**config.mk**
```make
export PLATFORM = sky130hd
export DESIGN_NAME = tlsm_regs
export DESIGN_NICKNAME = d
export VERILOG_FILES = /design/src/rtl/tlsm_pkg.sv /design/src/rtl/tlsm_side_if.sv /design/src/rtl/tlsm_regs.sv /design/src/rtl/tlsm_side_ctl.sv /design/src/rtl/tlsm_sync.sv
export SDC_FILE = /design/constraint.sdc
export NUM_CORES = 1
export LEC_CHECK = 0
export BUFFER_PORTS_ARGS = -buffer_cell sky130_fd_sc_hd__buf_4
export CORE_ASPECT_RATIO = 1.5
export CORE_MARGIN = 2
export CORE_UTILIZATION = 25
export DETAILED_ROUTE_END_ITERATION = 10
export SLEW_MARGIN = 20
export SYNTH_ARGS = -nofsm -noshare
export SYNTH_HDL_FRONTEND = slang
export SYNTH_SLANG_ARGS = --single-unit
```
**constraint.sdc**
```tcl
create_clock -name clock -period 5.2 [get_ports clock]
set_clock_uncertainty 0.15 [all_clocks]
set_input_delay 1.3 -clock clock [delete_from_list [all_inputs] [get_ports clock]]
set_output_delay 1.3 -clock clock [all_outputs]
set_load 0.03 [all_outputs]
```
**src/rtl/tlsm_pkg.sv**
```systemverilog
// Package of offsets, field positions and constants for the line status and mode registers
package tlsm_pkg;

   // Register port widths
   localparam int ADDR_W = 8;
   localparam int DATA_W = 8;

   // Register offsets
   localparam logic [7:0] OFS_LIVE = 8'h18;
   localparam logic [7:0] OFS_LEVEL = 8'h19;
   localparam logic [7:0] OFS_LATCH = 8'h1A;
   localparam logic [7:0] OFS_IE = 8'h1B;
   localparam logic [7:0] OFS_RX_MODE = 8'h20;
   localparam logic [7:0] OFS_TX_MODE = 8'h21;
   localparam logic [7:0] OFS_RX_CFG1 = 8'h22;

   // Reset value shared by every register
   localparam logic [7:0] RST_VAL = 8'h00;

   // Live and latched status fields
   localparam int BIT_OPEN = 2;
   localparam int BIT_SHORT = 1;
   localparam int BIT_LOSS = 0;
   localparam int CLR_OFS = 4;
   localparam int LEVEL_LSB = 4;
   localparam int LEVEL_W = 4;
   localparam int LIVE_W = 3;
   localparam logic [7:0] LATCH_MASK = 8'h77;

   // Master mode fields
   localparam int MM_EN = 7;
   localparam int MM_INIT = 6;
   localparam int MM_SRST = 1;
   localparam int MM_MODE = 0;
   localparam logic [7:0] MM_MASK = 8'hC3;

   // Receive configuration one fields
   localparam int CFG_SYNC_TIME = 7;
   localparam int CFG_SYNC_CRITERIA = 3;
   localparam int CFG_RESYNC = 0;

   // Qualified framing bit counts
   localparam int SYNC_CNT_W = 5;
   localparam logic [4:0] SYNC_BITS_SHORT = 5'h0A;
   localparam logic [4:0] SYNC_BITS_LONG = 5'h18;

   // Framer or formatter control states
   typedef enum logic [1:0] {
      ST_WAIT = 2'b00,
      ST_RUN = 2'b01,
      ST_OFF = 2'b11,
      ST_RST = 2'b10
   } tlsm_side_state_e;

endpackage : tlsm_pkg

```
**src/rtl/tlsm_side_if.sv**
```systemverilog
// Interface joining the register bank to one framer or formatter control
`timescale 1ns/1ps
`default_nettype none
interface tlsm_side_if;
   logic enable;
   logic init_done;
   logic soft_reset;
   logic mode_sel;
   logic run;
   logic held_reset;
   logic low_power;
   logic e1_mode;

   // Register bank drives the mode bits
   modport regs (output enable, output init_done, output soft_reset, output mode_sel,
                 input run, input held_reset, input low_power, input e1_mode);
   // Control reads them and reports its state
   modport ctl (input enable, input init_done, input soft_reset, input mode_sel,
                output run, output held_reset, output low_power, output e1_mode);
endinterface : tlsm_side_if
`default_nettype wire

```
**src/rtl/tlsm_regs.sv**
```systemverilog
// Line status, interrupt and master mode register bank of the timing line transceiver
`timescale 1ns/1ps
`default_nettype none
module tlsm_regs (
   // Clock and reset
   input wire logic clock,
   input wire logic sys_rst,
   // Register port
   input wire logic [7:0] reg_addr,
   input wire logic reg_wr_en,
   input wire logic reg_rd_en,
   input wire logic [7:0] reg_wdata,
   output logic [7:0] reg_rdata,
   // Line detectors, asynchronous
   input wire logic line_open_det,
   input wire logic line_short_det,
   input wire logic line_loss_det,
   input wire logic [3:0] line_level,
   // Framing bit qualifier from the receive datapath
   input wire logic rx_frame_bit_ok,
   input wire logic rx_frame_bit_err,
   // Interrupt request
   output logic irq_out,
   // Receive framer control
   output logic rx_run,
   output logic rx_held_reset,
   output logic rx_low_power,
   output logic rx_e1_mode,
   output logic [7:0] rx_cfg,
   output logic rx_sync_criteria,
   output logic rx_in_sync,
   // Transmit formatter control
   output logic tx_run,
   output logic tx_held_reset,
   output logic tx_low_power,
   output logic tx_e1_mode
);
   // Synchronised detector values
   logic [tlsm_pkg::LIVE_W-1:0] live_raw, live_now;
   logic [tlsm_pkg::LEVEL_W-1:0] level_now;

   // Register state
   logic [tlsm_pkg::LIVE_W-1:0] live_prev_reg, live_prev_next;
   logic [7:0] latch_reg, latch_next;
   logic [7:0] ie_reg, ie_next;
   logic [7:0] rx_mode_reg, rx_mode_next;
   logic [7:0] tx_mode_reg, tx_mode_next;
   logic [7:0] rx_cfg_reg, rx_cfg_next;
   logic [7:0] rdata_reg, rdata_next;
   logic irq_reg, irq_next;

   // Framing bit qualifier state
   logic [tlsm_pkg::SYNC_CNT_W-1:0] sync_cnt_reg, sync_cnt_next;
   logic in_sync_reg, in_sync_next;
   logic resync_prev_reg, resync_prev_next;

   // Events and decoded writes
   logic [7:0] set_ev;
   logic [7:0] clr_w1;
   logic [tlsm_pkg::SYNC_CNT_W-1:0] sync_target;
   logic resync_req;

   tlsm_side_if rx_if ();
   tlsm_side_if tx_if ();

   // Detector pins cross into the core clock
   assign live_raw = {line_open_det, line_short_det, line_loss_det};

   tlsm_sync #(.W(tlsm_pkg::LIVE_W)) u_live_sync (
      .clock(clock),
      .sys_rst(sys_rst),
      .async_in(live_raw),
      .sync_out(live_now)
   );

   // Level is taken as a whole word so the field never shows a torn value
   tlsm_sync #(.W(tlsm_pkg::LEVEL_W)) u_level_sync (
      .clock(clock),
      .sys_rst(sys_rst),
      .async_in(line_level),
      .sync_out(level_now)
   );

   // Edge events per detector, one generate step each
   generate
      for (genvar i = 0; i < tlsm_pkg::LIVE_W; i++) begin : g_edge
         assign set_ev[i] = live_now[i] & ~live_prev_reg[i];
         assign set_ev[i + tlsm_pkg::CLR_OFS] = ~live_now[i] & live_prev_reg[i];
      end
   endgenerate
   assign set_ev[3] = 1'b0;
   assign set_ev[7] = 1'b0;

   assign clr_w1 = (reg_wr_en && reg_addr == tlsm_pkg::OFS_LATCH) ?
                   (reg_wdata & tlsm_pkg::LATCH_MASK) : tlsm_pkg::RST_VAL;

   // Latched flags, enables and interrupt; a new event beats a same-cycle clear
   always_comb begin
      live_prev_next = live_now;
      latch_next = (latch_reg & ~clr_w1) | set_ev;
      ie_next = ie_reg;
      if (reg_wr_en && reg_addr == tlsm_pkg::OFS_IE) begin
         ie_next = reg_wdata & tlsm_pkg::LATCH_MASK;
      end
      irq_next = |(latch_next & ie_next);
   end

   always_ff @(posedge clock) begin
      if (sys_rst) begin
         live_prev_reg <= '0;
         latch_reg <= tlsm_pkg::RST_VAL;
         ie_reg <= tlsm_pkg::RST_VAL;
         irq_reg <= 1'b0;
      end else begin
         live_prev_reg <= live_prev_next;
         latch_reg <= latch_next;
         ie_reg <= ie_next;
         irq_reg <= irq_next;
      end
   end

   // Master mode and receive configuration writes
   always_comb begin
      rx_mode_next = rx_mode_reg;
      tx_mode_next = tx_mode_reg;
      rx_cfg_next = rx_cfg_reg;
      if (reg_wr_en) begin
         case (reg_addr)
            tlsm_pkg::OFS_RX_MODE: begin
               rx_mode_next = reg_wdata & tlsm_pkg::MM_MASK;
            end
            tlsm_pkg::OFS_TX_MODE: begin
               tx_mode_next = reg_wdata & tlsm_pkg::MM_MASK;
            end
            tlsm_pkg::OFS_RX_CFG1: begin
               rx_cfg_next = reg_wdata;
            end
            default: begin
               rx_cfg_next = rx_cfg_reg;
            end
         endcase
      end
   end

   always_ff @(posedge clock) begin
      if (sys_rst) begin
         rx_mode_reg <= tlsm_pkg::RST_VAL;
         tx_mode_reg <= tlsm_pkg::RST_VAL;
         rx_cfg_reg <= tlsm_pkg::RST_VAL;
      end else begin
         rx_mode_reg <= rx_mode_next;
         tx_mode_reg <= tx_mode_next;
         rx_cfg_reg <= rx_cfg_next;
      end
   end

   // Receive side mode bits to its control
   // receive enable
   assign rx_if.enable = rx_mode_reg[tlsm_pkg::MM_EN];
   assign rx_if.init_done = rx_mode_reg[tlsm_pkg::MM_INIT];
   assign rx_if.soft_reset = rx_mode_reg[tlsm_pkg::MM_SRST];
   assign rx_if.mode_sel = rx_mode_reg[tlsm_pkg::MM_MODE];

   // Transmit side mode bits, independent of receive
   // transmit enable
   assign tx_if.enable = tx_mode_reg[tlsm_pkg::MM_EN];
   assign tx_if.init_done = tx_mode_reg[tlsm_pkg::MM_INIT];
   assign tx_if.soft_reset = tx_mode_reg[tlsm_pkg::MM_SRST];
   assign tx_if.mode_sel = tx_mode_reg[tlsm_pkg::MM_MODE];

   tlsm_side_ctl u_rx_ctl (
      .clock(clock),
      .sys_rst(sys_rst),
      .side(rx_if.ctl)
   );

   tlsm_side_ctl u_tx_ctl (
      .clock(clock),
      .sys_rst(sys_rst),
      .side(tx_if.ctl)
   );

   assign sync_target = rx_cfg_reg[tlsm_pkg::CFG_SYNC_TIME] ?
                        tlsm_pkg::SYNC_BITS_LONG : tlsm_pkg::SYNC_BITS_SHORT;
   assign resync_req = rx_cfg_reg[tlsm_pkg::CFG_RESYNC] & ~resync_prev_reg;

   // Count consecutive qualified framing bits while running in T1
   always_comb begin
      sync_cnt_next = sync_cnt_reg;
      in_sync_next = in_sync_reg;
      resync_prev_next = rx_cfg_reg[tlsm_pkg::CFG_RESYNC];
      if (!rx_if.run || rx_if.e1_mode || resync_req) begin
         sync_cnt_next = '0;
         in_sync_next = 1'b0;
      end else if (!in_sync_reg) begin
         if (rx_frame_bit_err) begin
            sync_cnt_next = '0;
         end else if (rx_frame_bit_ok) begin
            if (sync_cnt_reg + 5'h01 >= sync_target) begin
               in_sync_next = 1'b1;
               sync_cnt_next = '0;
            end else begin
               sync_cnt_next = sync_cnt_reg + 5'h01;
            end
         end
      end
   end

   always_ff @(posedge clock) begin
      if (sys_rst) begin
         sync_cnt_reg <= '0;
         in_sync_reg <= 1'b0;
         resync_prev_reg <= 1'b0;
      end else begin
         sync_cnt_reg <= sync_cnt_next;
         in_sync_reg <= in_sync_next;
         resync_prev_reg <= resync_prev_next;
      end
   end

   // Read mux, registered; unmapped offsets read zero
   always_comb begin
      rdata_next = rdata_reg;
      if (reg_rd_en) begin
         case (reg_addr)
            tlsm_pkg::OFS_LIVE: begin
               rdata_next = {5'h00, live_now};
            end
            tlsm_pkg::OFS_LEVEL: begin
               rdata_next = {level_now, 4'h0};
            end
            tlsm_pkg::OFS_LATCH: begin
               rdata_next = latch_reg;
            end
            tlsm_pkg::OFS_IE: begin
               rdata_next = ie_reg;
            end
            tlsm_pkg::OFS_RX_MODE: begin
               rdata_next = rx_mode_reg;
            end
            tlsm_pkg::OFS_TX_MODE: begin
               rdata_next = tx_mode_reg;
            end
            tlsm_pkg::OFS_RX_CFG1: begin
               rdata_next = rx_cfg_reg;
            end
            default: begin
               rdata_next = 8'h00;
            end
         endcase
      end
   end

   always_ff @(posedge clock) begin
      if (sys_rst) begin
         rdata_reg <= 8'h00;
      end else begin
         rdata_reg <= rdata_next;
      end
   end

   // Outputs
   assign reg_rdata = rdata_reg;
   assign irq_out = irq_reg;
   assign rx_run = rx_if.run;
   assign rx_held_reset = rx_if.held_reset;
   assign rx_low_power = rx_if.low_power;
   assign rx_e1_mode = rx_if.e1_mode;
   assign rx_cfg = rx_cfg_reg;
   assign rx_sync_criteria = rx_cfg_reg[tlsm_pkg::CFG_SYNC_CRITERIA];
   assign rx_in_sync = in_sync_reg;
   assign tx_run = tx_if.run;
   assign tx_held_reset = tx_if.held_reset;
   assign tx_low_power = tx_if.low_power;
   assign tx_e1_mode = tx_if.e1_mode;
endmodule : tlsm_regs
`default_nettype wire

```
**src/rtl/tlsm_side_ctl.sv**
```systemverilog
// Enable, soft reset and initialisation sequencing for one framer or formatter
`timescale 1ns/1ps
`default_nettype none
module tlsm_side_ctl (
   // Clock and reset
   input wire logic clock,
   input wire logic sys_rst,
   // Mode bits in, state out
   tlsm_side_if.ctl side
);
   tlsm_pkg::tlsm_side_state_e state_reg, state_next;
   logic mode_reg, mode_next;

   // Soft reset wins, then the init gate, then the enable choice
   always_comb begin
      mode_next = side.mode_sel;
      if (side.soft_reset) begin
         state_next = tlsm_pkg::ST_RST;
      end else if (!side.init_done) begin
         state_next = tlsm_pkg::ST_WAIT;
      end else if (side.enable) begin
         state_next = tlsm_pkg::ST_RUN;
      end else begin
         state_next = tlsm_pkg::ST_OFF;
      end
   end

   always_ff @(posedge clock) begin
      if (sys_rst) begin
         state_reg <= tlsm_pkg::ST_WAIT;
         mode_reg <= 1'b0;
      end else begin
         state_reg <= state_next;
         mode_reg <= mode_next;
      end
   end

   // Decode state; waiting before init counts as low power too
   always_comb begin
      side.run = 1'b0;
      side.held_reset = 1'b0;
      side.low_power = 1'b0;
      case (state_reg)
         tlsm_pkg::ST_RUN: begin
            side.run = 1'b1;
         end
         tlsm_pkg::ST_RST: begin
            side.held_reset = 1'b1;
         end
         tlsm_pkg::ST_OFF, tlsm_pkg::ST_WAIT: begin
            side.low_power = 1'b1;
         end
         default: begin
            side.low_power = 1'b1;
         end
      endcase
   end

   // Zero selects T1, one selects E1
   assign side.e1_mode = mode_reg;
endmodule : tlsm_side_ctl
`default_nettype wire

```
**src/rtl/tlsm_sync.sv**
```systemverilog
// Three-stage synchroniser that passes a vector once stages two and three agree
`timescale 1ns/1ps
`default_nettype none
module tlsm_sync #(
   parameter int W = 1
) (
   // Clock and reset
   input wire logic clock,
   input wire logic sys_rst,
   // Asynchronous input and settled output
   input wire logic [W-1:0] async_in,
   output logic [W-1:0] sync_out
);
   logic [W-1:0] s1_reg, s2_reg, s3_reg, out_reg;
   logic [W-1:0] out_next;

   // Stage one feeds only stage two; output moves only on agreement
   always_comb begin
      out_next = out_reg;
      if (s2_reg == s3_reg) begin
         out_next = s3_reg;
      end
   end

   always_ff @(posedge clock) begin
      if (sys_rst) begin
         s1_reg <= '0;
         s2_reg <= '0;
         s3_reg <= '0;
         out_reg <= '0;
      end else begin
         s1_reg <= async_in;
         s2_reg <= s1_reg;
         s3_reg <= s2_reg;
         out_reg <= out_next;
      end
   end

   assign sync_out = out_reg;
endmodule : tlsm_sync
`default_nettype wire

```
==> run_results.csv, run 1 <==
group,metric,value,unit
clock_network,clk_root_buf,"clkbuf_16",
timing,finalHoldViolations,0,
grt,grt_start_max_net_pins,77,
worst_hold_path,worst_hold_path_endpoint,"u_live_sync.s2_reg[2]$_SDFF_PP0_",
floorplanning,initial_standard_cell_utilization_of_the_core,25.6,%
drt,wl_per_cell,13.1,um
synth,ys_warn_count,0,
layout,n_fill_cell,1378,
drt,overall_via_count_from_detail_route,2718,
power_and_ir_drop,p_total,1340,uW
critical_path,crit_path_max_incr_delay,0.47,ns
critical_path,critPathSlowestCell,"and3b_1",
layout,fraction_of_final_layout_cells_sized_beyond_drive_strength_1,19.1,%
critical_path,critical_path.reg2reg.endpoint,"sync_cnt_reg[2]$_SDFFE_PP0P_",
worst_hold_path,hp-start,"u_live_sync.s1_reg[2]$_SDFF_PP0_",
grt,overflow,0,
timing,fmax,0.348,GHz
clock_network,htreeDepth,3,
synth,ys_async_sr_fraction,0,%
grt,grtUsageTotal,10.7,%
clock_network,postCtsSetupBuffers,0,
critical_path,reg2reg_slack,2.88,ns
floorplanning,core,0.0135,mm2
timing,worstMarginPinSlew,0.756,ns
critical_path,end_kind,"register",
status,run_status,"completed",
synth,net_count_after_synthesis,405,
clock_network,cts_tree,"built",
drt,postRouteWirelength,7680,um
worst_hold_path,hold-path-cell-count,1,
clock_network,cts_buffers,9,
critical_path,critical_path_arrival,2.98,ns
timing,setup_violations,0,
placed_design,gp_congestion,0.807,
drt,post_drt_via_cell_ratio,4.65,
run,maxCapViolations,0,
drt,antenna_left,0,
layout,fin_util,31.9,%
clock_network,number_of_hold_buffers_added_after_cts,0,
timing,max_slew_margin,49.6,%
floorplanning,die_area,0.0148,mm2
critical_path,critical_path_required,5.31,ns
placed_design,placement.io_buffers,55,
layout,nets,454,
drt,detail_route.drc_violations,0,
layout,area_growth_syn_to_layout,24.6,%
synth,seq_area_frac_synth,47.1,%
clock_network,post_cts_resized,0,
timing,grt_setup_unrepaired,"false",
synth,yosys_register_bits,81,
timing,drv_slew,0,
power_and_ir_drop,total_leakage_power,0.00181,uW
critical_path,cp-start-kind,"primary input",
clock_network,clk_pin_slew_worst_paths,0.06,ns
critical_path,path_class,"primary input to register",
critical_path,worst_r2r_path_depth,7,
grt,grt_antenna_before_repair,0,
timing,finalWorstSetupSlack,2.33,ns
clock_network,ctsLongestPathBuffers,2,
placed_design,hpwl,5590,um
floorplanning,boundaryPins,56,
worst_hold_path,kind_of_path_behind_the_tightest_hold_check,"register to register",
critical_path,sequence_of_cells_on_the_critical_path,"buf_4 > and3b_1 > nand2_1 > a21boi_2 > o2111ai_1 > a21oi_1",
timing,final.min_clock_period,2.87,ns
grt,grt_first_pass_wirelength,12600,um
layout,n_antenna_cell,0,
clock_network,clock_insertion_delay_worst_skew,0.33,ns
placed_design,preCtsSetupSlack,2.02,ns
floorplanning,die-height,148,um
synth,synthesis.instances,369,
timing,tns,0,ns
synth,synthesis.area,0.00345,mm2
critical_path,critical_r2r_launch,"sync_cnt_reg[0]$_SDFFE_PP0P_",
clock_network,clock_sink_count,81,
timing,timing.final.crit_share,55.2,%
floorplanning,placement_rows,52,
power_and_ir_drop,power.ir.vdd_worst,0.152,mV
floorplanning,dieWidth,99.9,um
synth,syn_avg_cell_area,9.34,um2
drt,detailedRoute.firstPassIterationCount,4,
synth,synth.lib_cells_used.distinct,48,
drt,drt_first_iter_violations,116,
grt,grt_pass1_vias,2591,
power_and_ir_drop,power-per-cell-area,313,mW/mm2
critical_path,path_max_fanout,12,
synth,synth_edf_count,0,
synth,synth_flop_cell,"dfxtp_1",
metrics by stage:
step	hold slack [ns]	instance area, um2	instances
final	0.284	4290	585
after global routing	0.308	4290	585
after CTS	0.288	4290	585
after detailed placement	0.273	3990	569
after global placement	0.268	3990	569
after floorplan	0.264	3450	369
cell families after synthesis:
family	Yosys count	share of synthesized area (%)
fa+ha+maj	7	2.54
compound gates	55	10.6
buf+inv	31	3.81
xor+xnor	9	2.29
mux	35	10.3
flops	81	47.1
simple gates	151	23.4
worst max-delay path: cells and delay by family:
family | cells | cell delay, ns
AND/OR/NAND/NOR | 2 | 0.76
buffers and inverters | 1 | 0.11
AO/OA/AOI/OAI | 3 | 0.80
report_power, final:
| part | switching (uW) | leakage (uW) | internal (uW) |
|---|---|---|---|
| registers | 4.35 | 0.000656 | 629 |
| clock network | 250 | 0.000146 | 388 |
| logic | 40.1 | 0.00101 | 31.8 |
| total | 294 | 0.00181 | 1050 |
Yosys cell counts (5+ instances only):
cell | number | area (um2)
buf_2 | 6 | 30.0
o21ai_1 | 7 | 35.0
clkbuf_1 | 8 | 30.0
o22ai_1 | 5 | 31.3
nand2b_1 | 5 | 31.3
mux2i_1 | 32 | 320
ha_1 | 7 | 87.6
nand4_1 | 12 | 75.1
inv_1 | 13 | 48.8
and2_1 | 7 | 43.8
a22oi_1 | 5 | 37.5
dfxtp_1 | 81 | 1620
nor2b_1 | 38 | 238
xnor2_1 | 7 | 61.3
nand3_1 | 17 | 85.1
nand2_1 | 12 | 45.0
a21oi_1 | 21 | 105
nor2_1 | 46 | 173
metal layers:
layer	GRT usage [%]	routed length (um)	vias up	part of all wire, %
li1	-	-	1372	-
met1	12.8	3320	1261	43
met4	5.00	219	0	2.9
met5	0	0	-	0
met3	2.88	375	17	4.9
met2	17.8	3770	68	49
worst max path at each step:
stage	slack (ns)	to	cells past startpoint	from
final	2.33	reg_rdata[1]$_SDFFE_PP0P_	6	reg_addr[5]
after global routing	2.16	reg_rdata[1]$_SDFFE_PP0P_	6	reg_addr[5]
after CTS	2.37	reg_rdata[1]$_SDFFE_PP0P_	6	reg_addr[5]
after detailed placement	2.02	reg_rdata[1]$_SDFFE_PP0P_	6	reg_addr[5]
after global placement	2.00	reg_rdata[1]$_SDFFE_PP0P_	6	reg_addr[5]
after floorplan	2.47	irq_out$_SDFF_PP0_	7	reg_addr[0]
cell type report:
type                            count  area, um2  share of cell area (%)
Timing Repair Buffer               56        420                    9.79
Tap cell                          162        203                    4.72
Inverter                           13       48.8                    1.14
Clock inverter                      5       63.8                    1.49
Multi-Input combinational cell    257       1690                    39.4
Clock buffer                       11        243                    5.65
Sequential cell                    81       1620                    37.8
placed cells by master (no fill, tap or decap), types with 2 or more instances in the layout:
master     netlist  final
mux2_1           2      2
and2_1           7      7
nand4_1         12     12
nor2_1          46     46
clkinv_4         0      2
buf_4            2     56
clkbuf_16        0      9
o22ai_1          5      5
nand2_1         12     12
nand3_2          2      2
nor2b_1         38     38
ha_1             7      7
inv_1           13     13
a31oi_1          2      2
xor2_1           2      2
and2b_2          2      2
nand3_1         17     17
o21ai_1          7      7
dfxtp_1         81     81
mux2i_1         32     32
xnor2_1          7      7
a22oi_1          5      5
nand2b_1         5      5
nor3b_1          2      2
o21a_1           2      2
a21oi_1         21     21
nor3_1           2      2
(Power assumes the default switching activity.)
==> run 2, diff against run 1 <==
==> constraint.sdc (replaced) <==
create_clock -name clock -period 2.4 [get_ports clock]
set_clock_uncertainty 0.15 [all_clocks]
set_input_delay 0.6 -clock clock [delete_from_list [all_inputs] [get_ports clock]]
set_output_delay 0.6 -clock clock [all_outputs]
set_load 0.03 [all_outputs]
==> run 2 against run 1 <==
  * Worst hold slack better by 0.00052 ns
  * Total power up 130%
  * Sequential power up 120%
  * Sequential share of layout area down 0.90 points
  * Flip-flop and latch count unchanged
  * Wire length up 0.39%
  * Critical path depth up 1
  * Combinational power up 130%
  * Cell area up 2.4%
  * Largest cell class unchanged
==> run_results.csv, run 2 (synthesis results as in run 1) <==
group,metric,value,unit
power_and_ir_drop,power.share.switching,20.6,%
grt,grtUsageTotal,10.8,%
clock_network,ctsLongestPathBuffers,2,
timing,worstMarginPinSlew,0.616,ns
layout,layout.cells.non_filler,593,
floorplanning,die-height,148,um
critical_path,cp-start-kind,"register",
timing,final.min_clock_period,2.22,ns
clock_network,postCtsSetupBuffers,0,
floorplanning,boundaryPins,56,
layout,fraction_of_final_layout_cells_sized_beyond_drive_strength_1,20.9,%
worst_hold_path,kind_of_path_behind_the_tightest_hold_check,"register to register",
placed_design,placement.io_buffers,55,
drt,overall_via_count_from_detail_route,2739,
clock_network,cts_buffers,9,
layout,area_growth_syn_to_layout,27.6,%
power_and_ir_drop,power.combinational.fraction,5.4,%
timing,grt_setup_unrepaired,"false",
grt,overflow,0,
clock_network,clk_root_buf,"clkbuf_16",
power_and_ir_drop,total_leakage_power,0.00187,uW
critical_path,path_class,"register to register",
layout,nets,462,
timing,fmax,0.450,GHz
floorplanning,placement_rows,52,
critical_path,path_max_fanout,6,
floorplanning,dieWidth,99.9,um
timing,timing.final.crit_share,92.6,%
critical_path,critical_path_arrival,2.33,ns
critical_path,critical_path_required,2.51,ns
timing,tns,0,ns
clock_network,post_cts_resized,0,
power_and_ir_drop,power.internal,2410,uW
power_and_ir_drop,power-per-cell-area,692,mW/mm2
drt,detailedRoute.firstPassIterationCount,4,
timing,max_slew_margin,58.5,%
drt,post_drt_via_cell_ratio,4.62,
power_and_ir_drop,clockPowerShare,49.4,%
run,maxCapViolations,0,
critical_path,end_kind,"register",
clock_network,number_of_hold_buffers_added_after_cts,0,
placed_design,postPlaceCellArea,0.00406,mm2
drt,antenna_left,0,
placed_design,gp_congestion,0.796,
drt,postRouteWirelength,7710,um
clock_network,cts_tree,"built",
grt,grt_first_pass_wirelength,12700,um
grt,grt_antenna_before_repair,0,
clock_network,clock_insertion_delay_worst_skew,0.33,ns
layout,mostFrequentLayoutCell,"dfxtp_1",
floorplanning,die_area,0.0148,mm2
layout,layout_common_cells,"81 x dfxtp_1, 63 x buf_4, 46 x nor2_1",
layout,postLayoutCellArea,0.00440,mm2
grt,grt_pass1_vias,2562,
timing,drv_slew,0,
status,run_status,"completed",
drt,detail_route.drc_violations,0,
placed_design,numPlacedInstances,577,
drt,wl_per_cell,13.0,um
floorplanning,core,0.0135,mm2
floorplanning,initial_standard_cell_utilization_of_the_core,25.6,%
drt,drt_first_iter_violations,122,
placed_design,hpwl,5920,um
timing,finalHoldViolations,0,
timing,setup_violations,0,
layout,n_antenna_cell,0,
grt,grt_start_max_net_pins,46,
clock_network,htreeDepth,3,
clock_network,clk_pin_slew_worst_paths,0.06,ns
power_and_ir_drop,power_switching,627,uW
power_and_ir_drop,power.ir.vdd_worst,0.409,mV
power_and_ir_drop,pwr-share-seq,45.1,%
clock_network,clock_sink_count,81,
## run 2: changes by cell type in the layout (fill, tap and decap cells not counted)
cell        change
buf_4           +7
clkbuf_1        -1
clkinvlp_4      -1
bufinv_16       +1
clkbuf_8        +1
buf_12          +1
## run 2: critical path: stages, from the launching register on
cell and delay, ns:
dfxtp_1 0.35, ha_1 0.32, inv_1 0.05, ha_1 0.26, a2111o_1 0.42, a311oi_4 0.34
nand2_1 0.10, a31oi_1 0.15
## run 2: final timing paths
| check | from | endpoint | slack (ns) | cells past startpoint |
|---|---|---|---|---|
| max | sync_cnt_reg[0]$_SDFFE_PP0P_ | sync_cnt_reg[3]$_SDFFE_PP0P_ | 0.18 | 7 |
| min | u_live_sync.s1_reg[0]$_SDFF_PP0_ | u_live_sync.s2_reg[0]$_SDFF_PP0_ | 0.28 | 1 |
| max reg2reg | sync_cnt_reg[0]$_SDFFE_PP0P_ | sync_cnt_reg[3]$_SDFFE_PP0P_ | 0.18 | 7 |
| min reg2reg | u_live_sync.s1_reg[0]$_SDFF_PP0_ | u_live_sync.s2_reg[0]$_SDFF_PP0_ | 0.28 | 1 |
## run 2: final cells by class
type | instances | area (um2)
Multi-Input combinational cell | 257 | 1690
Sequential cell | 81 | 1620
Fill cell | 1362 | 9070
Timing Repair Buffer | 64 | 493
Inverter | 13 | 48.8
Clock buffer | 11 | 253
Tap cell | 162 | 203
Clock inverter | 5 | 86.3
## run 2: per-stage QoR
| step | utilization (%) | power (uW) | setup WS [ns] | hold slack, ns |
|---|---|---|---|---|
| 2_1_floorplan | - | 1500 | 0.251 | 0.264 |
| 3_3_place_gp | 30.1 | 1570 | 0.0962 | 0.267 |
| 3_5_place_dp | 30.1 | 1570 | 0.0772 | 0.275 |
| 4_1_cts | 32.7 | 3080 | 0.0944 | 0.289 |
| 5_1_grt | 32.7 | 3140 | 0.0371 | 0.308 |
| 6_report | 32.7 | 3040 | 0.176 | 0.285 |
## run 2: metal layers
layer / GRT usage (%) / routed length [um] / part of all wire (%)
met5: 0 / 0 / 0
met4: 4.32 / 133 / 1.7
met3: 2.27 / 346 / 4.5
met2: 19.1 / 4020 / 52
met1: 12.7 / 3220 / 42
## run 2: power by group through the flow
stage / logic (uW) / clock network, uW / registers (uW)
final: 165 / 1500 / 1370
after global routing: 182 / 1590 / 1370
after CTS: 167 / 1540 / 1370
after detailed placement: 166 / 0 / 1400
after global placement: 165 / 0 / 1400
after floorplan: 96.9 / 0 / 1400
